--- config.mk ---
export PLATFORM = sky130hd
export DESIGN_NAME = flash_security_config_regs
export DESIGN_NICKNAME = d
export VERILOG_FILES = /design/src/core/flash_cfg_pkg.sv /design/src/core/flash_cfg_bit_flag.sv /design/src/core/flash_security_config_regs.sv
export SDC_FILE = /design/constraint.sdc
export NUM_CORES = 1
export LEC_CHECK = 0
export ABC_AREA = 0
export BUFFER_PORTS_ARGS = -buffer_cell sky130_fd_sc_hd__buf_2
export CAP_MARGIN = 0
export CELL_PAD_IN_SITES_DETAIL_PLACEMENT = 1
export CELL_PAD_IN_SITES_GLOBAL_PLACEMENT = 2
export CORE_MARGIN = 8
export CORE_UTILIZATION = 27
export CTS_CLUSTER_DIAMETER = 30
export CTS_CLUSTER_SIZE = 24
export DETAILED_ROUTE_END_ITERATION = 12
export HOLD_SLACK_MARGIN = 0.12
export PLACE_DENSITY_LB_ADDON = 0.1
export SLEW_MARGIN = 10
export SYNTH_ARGS = -nofsm -noshare
export SYNTH_HDL_FRONTEND = slang
export SYNTH_HIERARCHICAL = 1
export SYNTH_SLANG_ARGS = --single-unit
--- constraint.sdc ---
create_clock -name sys_clk -period 4.9 [get_ports sys_clk]
set_input_delay 0.49 -clock sys_clk [delete_from_list [all_inputs] [get_ports sys_clk]]
set_output_delay 0.49 -clock sys_clk [all_outputs]
set_load 0.01 [all_outputs]
--- src/core/flash_cfg_pkg.sv ---
// Shared constants and carrier types for the flash security and configuration registers.
// Assumes a 32-bit AHB-Lite register port and an 8-bit register file in the low byte lanes.
package flash_cfg_pkg;

  // Register indices; byte address is four times the index
  localparam logic [7:0] CMD_INDEX_IDX   = 8'h02;
  localparam logic [7:0] ECC_INDEX_IDX   = 8'h03;
  localparam logic [7:0] FLASH_CFG_IDX   = 8'h04;
  localparam logic [7:0] SECURITY_IDX    = 8'h01;
  localparam logic [7:0] MAIN_STATUS_IDX = 8'h06;
  localparam logic [7:0] ERR_CFG_IDX     = 8'h07;
  localparam logic [7:0] ERR_STATUS_IDX  = 8'h08;

  // Security field layout
  localparam int KEY_EN_MSB   = 7;
  localparam int KEY_EN_LSB   = 6;
  localparam int SEC_MSB      = 1;
  localparam int SEC_LSB      = 0;
  localparam logic [1:0] KEY_ENABLED_CODE = 2'h2;
  localparam logic [1:0] UNSECURED_CODE   = 2'h2;
  localparam logic [7:0] SECURITY_FAULT_VALUE = 8'hff;
  localparam logic [22:0] SECURITY_BYTE_ADDR  = 23'h7fff0f;

  // Index and configuration layouts
  localparam int CMD_INDEX_WIDTH = 3;
  localparam int ECC_INDEX_WIDTH = 3;
  localparam int CMD_DONE_IE_BIT = 7;
  localparam int IGNORE_SF_BIT   = 4;
  localparam int FORCE_DF_BIT    = 1;
  localparam int FORCE_SF_BIT    = 0;
  localparam logic [7:0] FLASH_CFG_MASK = 8'h93;
  localparam int CMD_DONE_BIT    = 7;
  localparam int DF_BIT          = 1;
  localparam int SF_BIT          = 0;

  // Reset values
  localparam logic [7:0] SECURITY_RESET = 8'hff;
  localparam logic [7:0] FLASH_CFG_RESET = 8'h00;
  localparam logic [7:0] ERR_CFG_RESET   = 8'h00;

  localparam logic [1:0] HTRANS_NONSEQ = 2'h2;
  localparam logic [2:0] HSIZE_WORD    = 3'h2;

  typedef struct packed {
    logic        valid;
    logic        write;
    logic [7:0]  index;
  } bus_req_type;

  // Array read outcome reported by the read path
  typedef struct packed {
    logic        strobe;
    logic        singleFault;
    logic        doubleFault;
  } read_event_type;

  typedef enum logic [1:0] {
    LOAD_WAIT,
    LOAD_RUN,
    LOAD_DONE
  } load_state_type;

endpackage

--- src/core/flash_cfg_bit_flag.sv ---
// Sticky status flag with set over clear priority and a gated level request.
// Assumes set and clear arrive on the same clock as the flag.
`timescale 1ns/1ns
`default_nettype none
module flash_cfg_bit_flag (
  input  wire logic sys_clk,
  input  wire logic rst,
  input  wire logic setEvent,
  input  wire logic clearEvent,
  input  wire logic enable,
  output logic      flag,
  output logic      request
);
  typedef struct packed {
    logic flag;
  } flag_state_type;

  flag_state_type state_reg;
  flag_state_type state_next;

  always_comb begin
    state_next = state_reg;
    if (clearEvent) begin
      state_next.flag = 1'b0;
    end
    if (setEvent) begin
      state_next.flag = 1'b1;
    end
  end

  always_ff @(posedge sys_clk or posedge rst) begin
    if (rst) begin
      state_reg <= '0;
    end else begin
      state_reg <= state_next;
    end
  end

  assign flag    = state_reg.flag;
  assign request = state_reg.flag & enable;
endmodule
`default_nettype wire

--- src/core/flash_security_config_regs.sv ---
// Flash security, index and configuration registers behind an AHB-Lite slave.
// Assumes the flash reset sequence supplies the security byte read result and
// that the array read path reports each read with its real ECC outcome.
//
// Chosen here: the AHB-Lite interface to the registers.
`timescale 1ns/1ns
`default_nettype none
module flash_security_config_regs (
  input  wire logic        sys_clk,
  input  wire logic        rst,
  // AHB-Lite slave
  input  wire logic        hsel,
  input  wire logic [31:0] haddr,
  input  wire logic [1:0]  htrans,
  input  wire logic        hwrite,
  input  wire logic [2:0]  hsize,
  input  wire logic [31:0] hwdata,
  input  wire logic        hready,
  output logic [31:0]      hrdata,
  output logic             hreadyout,
  output logic             hresp,
  // Reset sequence security byte load and backdoor unlock
  input  wire logic        secLoadValid,
  input  wire logic [7:0]  secLoadByte,
  input  wire logic        secLoadDoubleFault,
  input  wire logic        backdoorUnlock,
  // Array read events and command completion
  input  wire logic        arrayRead,
  input  wire logic        arraySingleFault,
  input  wire logic        arrayDoubleFault,
  input  wire logic        cmdComplete,
  // Outputs toward the rest of the controller
  output logic [2:0]       commandIndex,
  output logic [2:0]       eccIndex,
  output logic             eccResultUpdate,
  output logic             backdoorKeyEnabled,
  output logic             deviceSecured,
  output logic             cmdDoneIrq,
  output logic             doubleFaultIrq,
  output logic             singleFaultIrq
);

  typedef struct packed {
    flash_cfg_pkg::bus_req_type     req;
    flash_cfg_pkg::load_state_type  loadState;
    logic [7:0]                     security;
    logic [2:0]                     cmdIdx;
    logic [2:0]                     eccIdx;
    logic [7:0]                     cfg;
    logic [1:0]                     errCfg;
    logic [31:0]                    rdata;
    logic                           eccUpd;
  } regs_state_type;

  regs_state_type state_reg;
  regs_state_type state_next;

  logic cmdDoneFlag;
  logic dfFlag;
  logic sfFlag;
  logic wrStrobe;
  logic dfSet;
  logic sfSet;
  logic cmdDoneClr;
  logic dfClr;
  logic sfClr;
  logic [7:0] wbyte;

  assign wbyte    = hwdata[7:0];
  assign wrStrobe = state_reg.req.valid & state_reg.req.write;

  // Forced faults act on any read; ignore bit masks real and forced singles alike
  assign dfSet = arrayRead & (arrayDoubleFault | state_reg.cfg[flash_cfg_pkg::FORCE_DF_BIT]);
  assign sfSet = arrayRead & ~state_reg.cfg[flash_cfg_pkg::IGNORE_SF_BIT]
               & (arraySingleFault | state_reg.cfg[flash_cfg_pkg::FORCE_SF_BIT]);

  // Write one to the command done bit clears the flag
  assign cmdDoneClr = wrStrobe
    && state_reg.req.index == flash_cfg_pkg::MAIN_STATUS_IDX
    && wbyte[flash_cfg_pkg::CMD_DONE_BIT];
  assign dfClr = wrStrobe && state_reg.req.index == flash_cfg_pkg::ERR_STATUS_IDX
    && wbyte[flash_cfg_pkg::DF_BIT];
  assign sfClr = wrStrobe && state_reg.req.index == flash_cfg_pkg::ERR_STATUS_IDX
    && wbyte[flash_cfg_pkg::SF_BIT];

  flash_cfg_bit_flag cmdDoneUnit (
    .sys_clk    (sys_clk),
    .rst        (rst),
    .setEvent   (cmdComplete),
    .clearEvent (cmdDoneClr),
    .enable     (state_reg.cfg[flash_cfg_pkg::CMD_DONE_IE_BIT]),
    .flag       (cmdDoneFlag),
    .request    (cmdDoneIrq)
  );

  flash_cfg_bit_flag dfUnit (
    .sys_clk    (sys_clk),
    .rst        (rst),
    .setEvent   (dfSet),
    .clearEvent (dfClr),
    .enable     (state_reg.errCfg[flash_cfg_pkg::DF_BIT]),
    .flag       (dfFlag),
    .request    (doubleFaultIrq)
  );

  flash_cfg_bit_flag sfUnit (
    .sys_clk    (sys_clk),
    .rst        (rst),
    .setEvent   (sfSet),
    .clearEvent (sfClr),
    .enable     (state_reg.errCfg[flash_cfg_pkg::SF_BIT]),
    .flag       (sfFlag),
    .request    (singleFaultIrq)
  );

  always_comb begin
    state_next = state_reg;
    state_next.eccUpd = 1'b0;
    // Address phase capture
    state_next.req.valid = hsel && hready && htrans == flash_cfg_pkg::HTRANS_NONSEQ;
    if (hsel && hready) begin
      state_next.req.write = hwrite;
      state_next.req.index = haddr[9:2];
    end
    case (state_reg.loadState)
      flash_cfg_pkg::LOAD_WAIT: begin
        if (secLoadValid) begin
          state_next.loadState = flash_cfg_pkg::LOAD_DONE;
          if (secLoadDoubleFault) begin
            state_next.security = flash_cfg_pkg::SECURITY_FAULT_VALUE;
          end else begin
            state_next.security = secLoadByte;
          end
        end
      end
      flash_cfg_pkg::LOAD_RUN: begin
        state_next.loadState = flash_cfg_pkg::LOAD_DONE;
      end
      flash_cfg_pkg::LOAD_DONE: begin
        state_next.loadState = flash_cfg_pkg::LOAD_DONE;
      end
      default: begin
        state_next.loadState = flash_cfg_pkg::LOAD_WAIT;
      end
    endcase
    if (backdoorUnlock) begin
      state_next.security[flash_cfg_pkg::SEC_MSB:flash_cfg_pkg::SEC_LSB] =
        flash_cfg_pkg::UNSECURED_CODE;
    end
    // ECC results move on a real fault unless a force bit is set without its matching real fault
    if (arrayRead && (arraySingleFault || arrayDoubleFault)) begin
      state_next.eccUpd = 1'b1;
      if (state_reg.cfg[flash_cfg_pkg::FORCE_DF_BIT] && !arrayDoubleFault) begin
        state_next.eccUpd = 1'b0;
      end
      if (state_reg.cfg[flash_cfg_pkg::FORCE_SF_BIT] && !arraySingleFault) begin
        state_next.eccUpd = 1'b0;
      end
    end
    if (wrStrobe) begin
      case (state_reg.req.index)
        flash_cfg_pkg::CMD_INDEX_IDX: begin
          state_next.cmdIdx = wbyte[flash_cfg_pkg::CMD_INDEX_WIDTH-1:0];
        end
        flash_cfg_pkg::ECC_INDEX_IDX: begin
          state_next.eccIdx = wbyte[flash_cfg_pkg::ECC_INDEX_WIDTH-1:0];
        end
        flash_cfg_pkg::FLASH_CFG_IDX: begin
          // Force bits held until a zero is written
          state_next.cfg = wbyte & flash_cfg_pkg::FLASH_CFG_MASK;
        end
        flash_cfg_pkg::ERR_CFG_IDX: begin
          state_next.errCfg = wbyte[1:0];
        end
        default: begin
          // Security index falls here: writes have no effect
          state_next.cmdIdx = state_reg.cmdIdx;
        end
      endcase
    end
    // Read data registered during the address phase so it is ready in the data phase
    state_next.rdata = 32'h0;
    if (hsel && hready && htrans == flash_cfg_pkg::HTRANS_NONSEQ && !hwrite) begin
      case (haddr[9:2])
        flash_cfg_pkg::SECURITY_IDX:    state_next.rdata = {24'h0, state_next.security};
        flash_cfg_pkg::CMD_INDEX_IDX:   state_next.rdata = {29'h0, state_next.cmdIdx};
        flash_cfg_pkg::ECC_INDEX_IDX:   state_next.rdata = {29'h0, state_next.eccIdx};
        flash_cfg_pkg::FLASH_CFG_IDX:   state_next.rdata = {24'h0, state_next.cfg};
        flash_cfg_pkg::MAIN_STATUS_IDX: state_next.rdata = {24'h0, cmdDoneFlag, 7'h0};
        flash_cfg_pkg::ERR_CFG_IDX:     state_next.rdata = {30'h0, state_next.errCfg};
        flash_cfg_pkg::ERR_STATUS_IDX:  state_next.rdata = {30'h0, dfFlag, sfFlag};
        default:                        state_next.rdata = 32'h0;
      endcase
    end
  end

  always_ff @(posedge sys_clk or posedge rst) begin
    if (rst) begin
      state_reg           <= '0;
      state_reg.loadState <= flash_cfg_pkg::LOAD_WAIT;
      state_reg.security  <= flash_cfg_pkg::SECURITY_RESET;
      state_reg.cfg       <= flash_cfg_pkg::FLASH_CFG_RESET;
      state_reg.errCfg    <= flash_cfg_pkg::ERR_CFG_RESET[1:0];
    end else begin
      state_reg <= state_next;
    end
  end

  assign hrdata          = state_reg.rdata;
  assign hreadyout       = 1'b1;
  assign hresp           = 1'b0;
  assign commandIndex    = state_reg.cmdIdx;
  assign eccIndex        = state_reg.eccIdx;
  assign eccResultUpdate = state_reg.eccUpd;
  assign backdoorKeyEnabled =
    state_reg.security[flash_cfg_pkg::KEY_EN_MSB:flash_cfg_pkg::KEY_EN_LSB]
    == flash_cfg_pkg::KEY_ENABLED_CODE;
  assign deviceSecured =
    state_reg.security[flash_cfg_pkg::SEC_MSB:flash_cfg_pkg::SEC_LSB]
    != flash_cfg_pkg::UNSECURED_CODE;
endmodule
`default_nettype wire

==> results.md, run 1 <==
• GR Layer Usage met2: 16.6%
• final estimated routing congestion in global placement: 0.723
• Max-Slew Margin vs Limit: 24.0%
• start point of the worst hold path: htrans[0]
• design area: 2760 um2
• placed cells: 386
• GR Overflow Total: 0
• final setup skew: 0.00698 ns
• HP Class: in -> reg
• area of the multi-input gates: 985 um2
• detail-routed net length per standard cell: 16.2 um
• post-layout instance count excluding filler cells: 395
• largest net degree at the start of global routing: 45
• final setup violation count: 0
• Cell Rows: 35
• Final Power: 807 uW
• number of buffers inserted during clock tree synthesis: 5
• status: complete, no violations
• Peak Freq: 388 MHz
• R2R Path End: hrdata[0]$_DFF_PP0_
• cells taking the most area after synthesis: sky130_fd_sc_hd__dfrtp_1, sky130_fd_sc_hd__buf_4, sky130_fd_sc_hd__dfstp_2
• number of cell instances on the worst register-to-register path: 5
• reported leakage power: 0.00131 uW
• TritonCTS clock tree: yes
• routed vias/inst: 4.49
• buffer levels on the longest clock path: 2
• total number of nets in the final design: 372
• die span in y: 111 um
• Core ar.: 9020 um2
• maximum vdd ir drop: 0.000104 V
• starting DRC count in detailed routing: 93
• area used by sequential logic in the layout: 1190 um2
• final antenna-violating net count: 0
• placed standard-cell area: 2640 um2
• CP Capture Type: flip-flop
• average size of a mapped cell: 10.2 um2
• count of unresolved DRC violations after routing: 0
• number of gates resized after cts: 0
• final critical path time including I/O delays and setup: 2.58 ns
• fill cell instance count of the final layout: 1,049
• Critical Path Fanout Max: 9
• die outline width: 111 um
• area of the die: 12,400 um2
• count of cells along the worst hold path: 2
• post-CTS setup buffer count: 0
• portion of synthesized cell area occupied by the leading cell type: 39.7%
• source of the worst register-to-register timing path: state_reg[66]$_DFFE_PP0P_
• clock transition at the registers of the reported paths: 0.09 ns
• transition at the pin with the smallest max-transition slack: 1.13 ns
• sequential element share of the synthesized area: 48.2%
• number of levels in the clock H-tree: 2
• CTS Sinks: 47
• number of global-route vias before repair: 2,062
• number of failing hold endpoints at the final stage: 0
• fraction of final layout cells sized beyond drive strength 1: 35.2%
• Initial Utilization: 27.3%
• combined area of all synthesized cells: 2460 um2
• warning count from the yosys run: 6
• global-route wire length before repair: 10.8 mm
• total negative slack for setup checks: 0 ns
• insertion delay of the later-clocked pin in the worst-skew pair: 0.29 ns
• met1 usage: 13.7%
• HPWL after detailed placement: 5.11 mm
• Hold Buf Count CTS: 1
• max FFs per register: 29
• setup slack on the worst flop-to-flop path: 2.32 ns
• 1st-pass router iterations: 4
• startpoint class of the critical path: flip-flop
• post-synth cell types: 42
• Root Driver: sky130_fd_sc_hd__clkbuf_8
• Arr. time, crit path: 2.74 ns
• initial antenna violation count: 0
• met3 GRT Util: 3.23%
• Worst Hold Endpoint: state_reg[68]$_DFF_PP0_
• period utilization: 52.6%
• max-cap violations: 0
• cells after synthesis: 242
• Port Buffer Count: 54
• total count of max-transition violations in the final report: 0
• Antenna Cells: 0
• Post-Route WL: 6.38 mm
• flip-flop and latch count after synthesis: 47
• count of boundary I/O pins: 135
• Vias: 1,772
• path type of the worst setup path: reg -> reg
• RSZ-0062 raised after global routing: false
• total global-route track usage: 10.5%
• critical path data required time: 5.06 ns
• layer carrying the most global-route usage: met2
• cell accounting for the most synthesized area: sky130_fd_sc_hd__dfrtp_1
• growth of design area from synthesis to finish: 12.3%
• power density over the cells: 292 nW/um2
[cell usage in the layout, fill, tap and decap left out, drive strengths merged, types with 8 or more instances in the layout]
cell type and count:
buf 55, inv 13, mux2 19, o21ai 11
nand2 28, dfstp 8, dfrtp 39, conb 26
and2 10, nor2 10
[final cells by class]
cell class	instances	area share [%]
Sequential cell	47	42.9
Multi-Input combinational cell	160	35.6
Timing Repair Buffer	56	10.4
Tap cell	111	5.02
Clock buffer	6	2.99
Inverter	13	1.77
Clock inverter	2	1.27
[power breakdown]
| group | internal, uW | leakage (uW) | switching [uW] |
|---|---|---|---|
| clock | 165 | 0.0000612 | 127 |
| combinational | 34.4 | 0.000676 | 52.5 |
| sequential | 414 | 0.000571 | 13.3 |
[Yosys cell counts (all sizes together)]
cell and number:
or4 2, nor4b 2, o21a 1, or4bb 1
nand4 2, and3 1, nor2b 2, a41oi 1
a211oi 1, nor2 10, clkbuf 4, dfstp 8
or4b 2, o22ai 1, mux2 19, inv 13
o21ai 11, a222oi 1, nand2 28, dfrtp 39
nor3 6, conb 2, a21oi 4, nor4 3
a22oi 7, a21o 3, and4 2, a31o 1
nand4b 2, nor3b 3, a21boi 1, buf 42
and2 10, and3b 1, or2 1, a31oi 2
nand2b 3
[cell families (layout without fill, tap and decap cells)]
logic type      count (synthesis)  in the layout  share of synthesized area (%)
compound gates                 34             34                           8.90
buf+inv                        59             77                           15.5
flops                          47             47                           48.2
mux                            19             19                           8.85
other cells                     2             26                          0.305
simple gates                   81             81                           18.3
[metal layers]
metal,vias to the layer above,part of all wire (%)
met5,-,0
met4,0,1.0
met3,6,5.3
met2,55,45
met1,865,48
li1,846,-
[worst max-delay path by stage]
stage / start / end
floorplan: state_reg[66]$_DFFE_PP0P_ / hrdata[0]$_DFF_PP0_
global placement: state_reg[66]$_DFFE_PP0P_ / hrdata[0]$_DFF_PP0_
detailed placement: state_reg[66]$_DFFE_PP0P_ / hrdata[0]$_DFF_PP0_
CTS: state_reg[66]$_DFFE_PP0P_ / hrdata[0]$_DFF_PP0_
global route: state_reg[66]$_DFFE_PP0P_ / hrdata[0]$_DFF_PP0_
finish: state_reg[66]$_DFFE_PP0P_ / hrdata[0]$_DFF_PP0_
[per-stage QoR]
stage | setup WS [ns] | hold WS (ns) | utilization (%)
final | 2.32 | 0.377 | 30.6
after global routing | 2.21 | 0.360 | 30.6
after CTS | 2.30 | 0.362 | 30.6
after detailed placement | 2.32 | 0.364 | 29.2
after global placement | 2.31 | 0.359 | 29.2
after floorplan | 2.47 | 0.219 | -
[critical path, cell delays in order, from the launching register on]
cell and delay (ns):
sky130_fd_sc_hd__dfrtp_1 0.38, sky130_fd_sc_hd__or4_1 0.65, sky130_fd_sc_hd__or4_4 0.62, sky130_fd_sc_hd__mux2_4 0.34, sky130_fd_sc_hd__a222oi_1 0.33, sky130_fd_sc_hd__a21oi_1 0.11
(Power assumes the default switching activity.)
==> run 2, diff against run 1 <==
Settings changed: ABC_AREA 0 to 1, CORE_UTILIZATION 27 to 23.
Clock period 4.9 ns to 2.2 ns, I/O delays scaled along.
==> results.md, run 2 <==
• status: complete, no violations
• clock transition at the registers of the reported paths: 0.07 ns
• fraction of final layout cells sized beyond drive strength 1: 30.2%
• transition at the pin with the smallest max-transition slack: 0.578 ns
• fraction of the core area covered by cells at the end of the flow: 27.7%
• path type of the worst setup path: reg -> reg
• final setup skew: 0.00413 ns
• CTS Sinks: 47
• post-synth cell types: 35
• critical path data required time: 2.37 ns
• Clock power frac: 47.1%
• cells after synthesis: 351
• placed standard-cell area: 3120 um2
• total number of nets in the final design: 486
• Antenna Cells: 0
• final critical path time including I/O delays and setup: 1.56 ns
• routed vias/inst: 3.72
• max FFs per register: 29
• Vias: 2,108
• number of global-route vias before repair: 2,380
• CP Capture Type: flip-flop
• Worst Hold Endpoint: state_reg[49]$_DFF_PP1_
• combined area of all synthesized cells: 2850 um2
• number of cell instances on the worst register-to-register path: 8
• HPWL after detailed placement: 6.19 mm
• final setup violation count: 0
• WHS: 0.164 ns
• GR Overflow Total: 0
• Critical Path Fanout Max: 6
• internal power: 1610 uW
• flip-flop and latch count after synthesis: 47
• Max-Slew Margin vs Limit: 61.4%
• global-route wire length before repair: 12.4 mm
• Synth async-reset ratio: 100%
• number of buffers inserted during clock tree synthesis: 5
• total count of max-transition violations in the final report: 0
• cells taking the most area after synthesis: sky130_fd_sc_hd__dfrtp_1, sky130_fd_sc_hd__buf_4, sky130_fd_sc_hd__nand2_1
• Arr. time, crit path: 1.73 ns
• reported leakage power: 0.00177 uW
• average size of a mapped cell: 8.12 um2
• net switching fraction of the power: 23.5%
• final estimated routing congestion in global placement: 0.727
• part of the power in registers: 43.6%
• portion of synthesized cell area occupied by the leading cell type: 34.2%
• TritonCTS clock tree: yes
• cell accounting for the most synthesized area: sky130_fd_sc_hd__dfrtp_1
• number of levels in the clock H-tree: 2
• final worst setup slack: 0.641 ns
• number of failing hold endpoints at the final stage: 0
• 1st-pass router iterations: 4
• Cell Rows: 40
• warning count from the yosys run: 6
• HP Class: in -> reg
• startpoint class of the critical path: flip-flop
• dominant synthesized flop cell: sky130_fd_sc_hd__dfrtp_1
• Worst Setup Slack post-DPL: 0.617 ns
• start point of the worst hold path: backdoorUnlock
• Post-Route WL: 7.44 mm
• proportion of power drawn by combinational gates: 9.3%
• total negative slack for setup checks: 0 ns
• detail-routed net length per standard cell: 13.1 um
• maximum vdd ir drop: 0.000365 V
• sequential element share of the synthesized area: 41.6%
• Initial Utilization: 23.6%
• area of the die: 16,200 um2
• Port Buffer Count: 54
• final antenna-violating net count: 0
• R2R Path End: hrdata[1]$_DFF_PP0_
• count of boundary I/O pins: 135
• max-cap violations: 0
• most repeated cell in the gate-level netlist after synthesis: sky130_fd_sc_hd__nand2_1
• top cells by instance count after synthesis: sky130_fd_sc_hd__nand2_1, sky130_fd_sc_hd__inv_1, sky130_fd_sc_hd__buf_4
• Root Driver: sky130_fd_sc_hd__clkbuf_16
• largest net degree at the start of global routing: 45
• count of cells along the worst hold path: 4
• Peak Freq: 641 MHz
• number of enable flip-flop cells after synthesis: 0
• most common cell after layout, fill and taps aside: sky130_fd_sc_hd__nand2_1
• initial antenna violation count: 0
• growth of design area from synthesis to finish: 17.1%
• power dissipated by switching net loads: 494 uW
• insertion delay of the later-clocked pin in the worst-skew pair: 0.29 ns
• Core ar.: 12,100 um2
• starting DRC count in detailed routing: 63
• design area: 3340 um2
• source of the worst register-to-register timing path: state_reg[65]$_DFFE_PP0P_
• total global-route track usage: 9.72%
• period utilization: 70.9%
• highest-count cells in the layout ignoring fill and taps: sky130_fd_sc_hd__nand2_1, sky130_fd_sc_hd__buf_2, sky130_fd_sc_hd__inv_1
• buffer levels on the longest clock path: 2
• count of unresolved DRC violations after routing: 0
• setup slack on the worst flop-to-flop path: 0.64 ns
• die outline width: 127 um
• RSZ-0062 raised after global routing: false
• power density over the cells: 629 nW/um2
• die span in y: 127 um
[run 2: changes by cell type after synthesis, moves of 7 or more]
| cell | previous run | this run |
|---|---|---|
| sky130_fd_sc_hd__inv_1 | 13 | 54 |
| sky130_fd_sc_hd__nand3_1 | 0 | 32 |
| sky130_fd_sc_hd__nand2_1 | 28 | 59 |
| sky130_fd_sc_hd__nor2_1 | 10 | 26 |
| sky130_fd_sc_hd__mux2_2 | 18 | 3 |
| sky130_fd_sc_hd__nor2_2 | 0 | 9 |
| sky130_fd_sc_hd__nand2_2 | 0 | 8 |
| sky130_fd_sc_hd__a22oi_1 | 7 | 0 |
[run 2: what timing repair did]
| item | in CTS | in global routing |
|---|---|---|
| hold buffers | 3 | 0 |
| resized for setup | 0 | 0 |
| hold endpoints to repair | 5 | 0 |
| buffers inserted | 0 | 0 |
[run 2: final cells by class]
| type | instances | area [um2] |
|---|---|---|
| Inverter | 63 | 241 |
| Sequential cell | 47 | 1190 |
| Fill cell | 1467 | 8720 |
| Tap cell | 168 | 210 |
| Clock buffer | 5 | 125 |
| Timing Repair Buffer | 58 | 308 |
| Clock inverter | 3 | 67.6 |
| Multi-Input combinational cell | 222 | 1200 |
[run 2: cell families (layout without fill, tap and decap cells)]
logic type	Yosys count	count (layout)	share of synthesized area, %
compound gates	28	28	6.19
buf+inv	106	129	19.4
flops	47	47	41.6
mux	3	3	1.18
other cells	2	26	0.263
simple gates	165	165	31.3
[run 2: critical path, stage by stage, from the launching register on]
cell	delay (ns)
sky130_fd_sc_hd__dfrtp_1	0.39
sky130_fd_sc_hd__nor2_2	0.15
sky130_fd_sc_hd__nand2_2	0.11
sky130_fd_sc_hd__nor2_2	0.26
sky130_fd_sc_hd__nand3_1	0.13
sky130_fd_sc_hd__nand3_1	0.13
sky130_fd_sc_hd__nand3_1	0.12
sky130_fd_sc_hd__nor2_1	0.11
sky130_fd_sc_hd__nor2_1	0.05
[run 2: stage by stage]
step                      std cells  total power [uW]
after global placement          555              1130
after floorplan                 375              1090
after global routing            566              2200
after CTS                       566              2150
final                           566              2100
after detailed placement        555              1130
[run 2: power groups by stage]
stage	sequential (uW)	combinational, uW	clock [uW]
final	916	196	989
after global routing	919	227	1050
after CTS	916	201	1030
after detailed placement	932	197	0
after global placement	931	195	0
after floorplan	927	162	0
[run 2: worst max path at each step]
stage / slack (ns) / end / from
after global routing: 0.46 / hrdata[2]$_DFF_PP0_ / state_reg[58]$_DFFE_PP0P_
after CTS: 0.61 / hrdata[1]$_DFF_PP0_ / state_reg[65]$_DFFE_PP0P_
final: 0.64 / hrdata[1]$_DFF_PP0_ / state_reg[65]$_DFFE_PP0P_
after floorplan: 0.92 / hrdata[0]$_DFF_PP0_ / state_reg[66]$_DFFE_PP0P_
after detailed placement: 0.62 / hrdata[1]$_DFF_PP0_ / state_reg[65]$_DFFE_PP0P_
after global placement: 0.62 / hrdata[3]$_DFF_PP0_ / haddr[6]
[run 2: per-layer routing]
layer | up-vias | routed length [um] | track usage [%] | part of all wire, %
li1 | 1102 | - | - | -
met1 | 949 | 3480 | 12.2 | 47
met2 | 52 | 3400 | 15.7 | 46
met3 | 5 | 466 | 2.87 | 6.3
met4 | 0 | 93 | 3.15 | 1.3
met5 | - | 0 | 0 | 0
==> run 3, diff against run 2 <==
Settings changed: CORE_UTILIZATION 23 to 25.
Clock period 2.2 ns to 1.6 ns, I/O delays scaled along.
==> results.md, run 3 (synthesis results as in run 2) <==
• WHS: 0.126 ns
• period utilization: 92.3%
• GR Overflow Total: 0
• CP Capture Type: flip-flop
• detail-routed net length per standard cell: 13.7 um
• Peak Freq: 677 MHz
• highest-count cells in the layout ignoring fill and taps: sky130_fd_sc_hd__nand2_1, sky130_fd_sc_hd__buf_2, sky130_fd_sc_hd__inv_1
• count of boundary I/O pins: 135
• fill cell instance count of the final layout: 1,362
• max-cap violations: 0
• count of cells along the worst hold path: 2
• insertion delay of the later-clocked pin in the worst-skew pair: 0.29 ns
• most common cell after layout, fill and taps aside: sky130_fd_sc_hd__nand2_1
• area of the multi-input gates: 1240 um2
• Antenna Cells: 0
• max FFs per register: 29
• fraction of final layout cells sized beyond drive strength 1: 32.0%
• Initial Utilization: 25.3%
• largest net degree at the start of global routing: 45
• HP Class: in -> reg
• Arr. time, crit path: 1.65 ns
• number of global-route vias before repair: 2,471
• starting DRC count in detailed routing: 67
• number of buffers inserted during clock tree synthesis: 5
• buffer levels on the longest clock path: 2
• source of the worst register-to-register timing path: state_reg[61]$_DFFE_PP0P_
• Post-Route WL: 7.54 mm
• final estimated routing congestion in global placement: 0.782
• power density over the cells: 852 nW/um2
• setup slack on the worst flop-to-flop path: 0.12 ns
• RSZ-0062 raised after global routing: false
• status: complete, no violations
• die span in y: 123 um
• number of cell instances on the worst register-to-register path: 7
• Core ar.: 11,300 um2
• fraction of the core area covered by cells at the end of the flow: 30.5%
• total number of nets in the final design: 494
• total count of max-transition violations in the final report: 0
• die outline width: 123 um
• critical path data required time: 1.77 ns
• number of levels in the clock H-tree: 2
• TritonCTS clock tree: yes
• final setup violation count: 0
• startpoint class of the critical path: flip-flop
• Port Buffer Count: 54
• final antenna-violating net count: 0
• Critical Path Fanout Max: 7
• global-route wire length before repair: 12.6 mm
• number of failing hold endpoints at the final stage: 0
• CTS Sinks: 47
• initial antenna violation count: 0
• area used by sequential logic in the layout: 1190 um2
• final setup skew: 0.00607 ns
• start point of the worst hold path: haddr[7]
• Root Driver: sky130_fd_sc_hd__clkbuf_16
• maximum vdd ir drop: 0.000377 V
• Vias: 2,184
• routed vias/inst: 3.98
• R2R Path End: hrdata[1]$_DFF_PP0_
• clock transition at the registers of the reported paths: 0.07 ns
• HPWL after detailed placement: 6.15 mm
• total negative slack for setup checks: 0 ns
• growth of design area from synthesis to finish: 20.6%
• final critical path time including I/O delays and setup: 1.48 ns
• reported leakage power: 0.00184 uW
• Cell Rows: 39
• Worst Hold Endpoint: state_reg[64]$_DFFE_PP0P_
• path type of the worst setup path: reg -> reg
• total global-route track usage: 10.8%
• area of the die: 15,100 um2
• 1st-pass router iterations: 4
• count of unresolved DRC violations after routing: 0
-- run 3: where the power goes --
part / internal, uW / total, uW / switching [uW]
registers: 1220 / 1270 / 40.7
clock network: 895 / 1370 / 471
logic: 107 / 298 / 191
total: 2230 / 2930 / 703
-- run 3: timing repair --
action / 4_1_cts / 5_1_grt
setup endpoints to repair: 0 / 3
hold endpoints to repair: 42 / 0
buffers inserted: 0 / 1
hold buffers: 5 / 0
gates resized for setup: 0 / 9
-- run 3: final cells by class --
class / count / share of cell area (%)
multi-input combinational: 222 / 36.1
sequential: 47 / 34.5
timing repair buffer: 66 / 11.6
inverter: 63 / 7.02
tap: 143 / 5.20
clock buffer: 5 / 3.64
clock inverter: 3 / 1.96
-- run 3: metrics by stage --
stage / instance area (um2) / total power, uW / worst slack [ns] / instances
floorplan: 2940 / 1500 / 0.318 / 375
global placement: 3150 / 1560 / 0.0437 / 535
detailed placement: 3150 / 1560 / 0.0217 / 535
CTS: 3390 / 2970 / 0.00903 / 548
global route: 3440 / 3070 / 0.0104 / 549
finish: 3440 / 2930 / 0.124 / 549
-- run 3: metal layers --
metal | vias to the layer above | share of wire (%) | GRT usage, %
met5 | - | 0 | 0
met4 | 0 | 1.8 | 3.96
met3 | 9 | 6.0 | 2.81
met2 | 53 | 46 | 17.5
met1 | 1006 | 46 | 13.4
li1 | 1116 | - | -
-- run 3: worst max-delay path by stage --
| stage | to | cells after the start | startpoint | slack [ns] |
|---|---|---|---|---|
| after global placement | hrdata[1]$_DFF_PP0_ | 8 | state_reg[66]$_DFFE_PP0P_ | 0.04 |
| after detailed placement | hrdata[1]$_DFF_PP0_ | 8 | state_reg[66]$_DFFE_PP0P_ | 0.02 |
| after floorplan | hrdata[0]$_DFF_PP0_ | 8 | state_reg[66]$_DFFE_PP0P_ | 0.32 |
| after global routing | hrdata[0]$_DFF_PP0_ | 6 | state_reg[60]$_DFFE_PP0P_ | 0.01 |
| after CTS | hrdata[1]$_DFF_PP0_ | 8 | state_reg[66]$_DFFE_PP0P_ | 0.009 |
| final | hrdata[1]$_DFF_PP0_ | 7 | state_reg[61]$_DFFE_PP0P_ | 0.12 |
-- run 3: critical path: stages, from the launching register on --
cell and delay [ns]:
sky130_fd_sc_hd__dfrtp_1 0.48, sky130_fd_sc_hd__nor3_4 0.23, sky130_fd_sc_hd__buf_12 0.15, sky130_fd_sc_hd__nand3_1 0.13, sky130_fd_sc_hd__nand3_1 0.14, sky130_fd_sc_hd__nand3_1 0.08
sky130_fd_sc_hd__nor2_1 0.12, sky130_fd_sc_hd__nor2_1 0.04
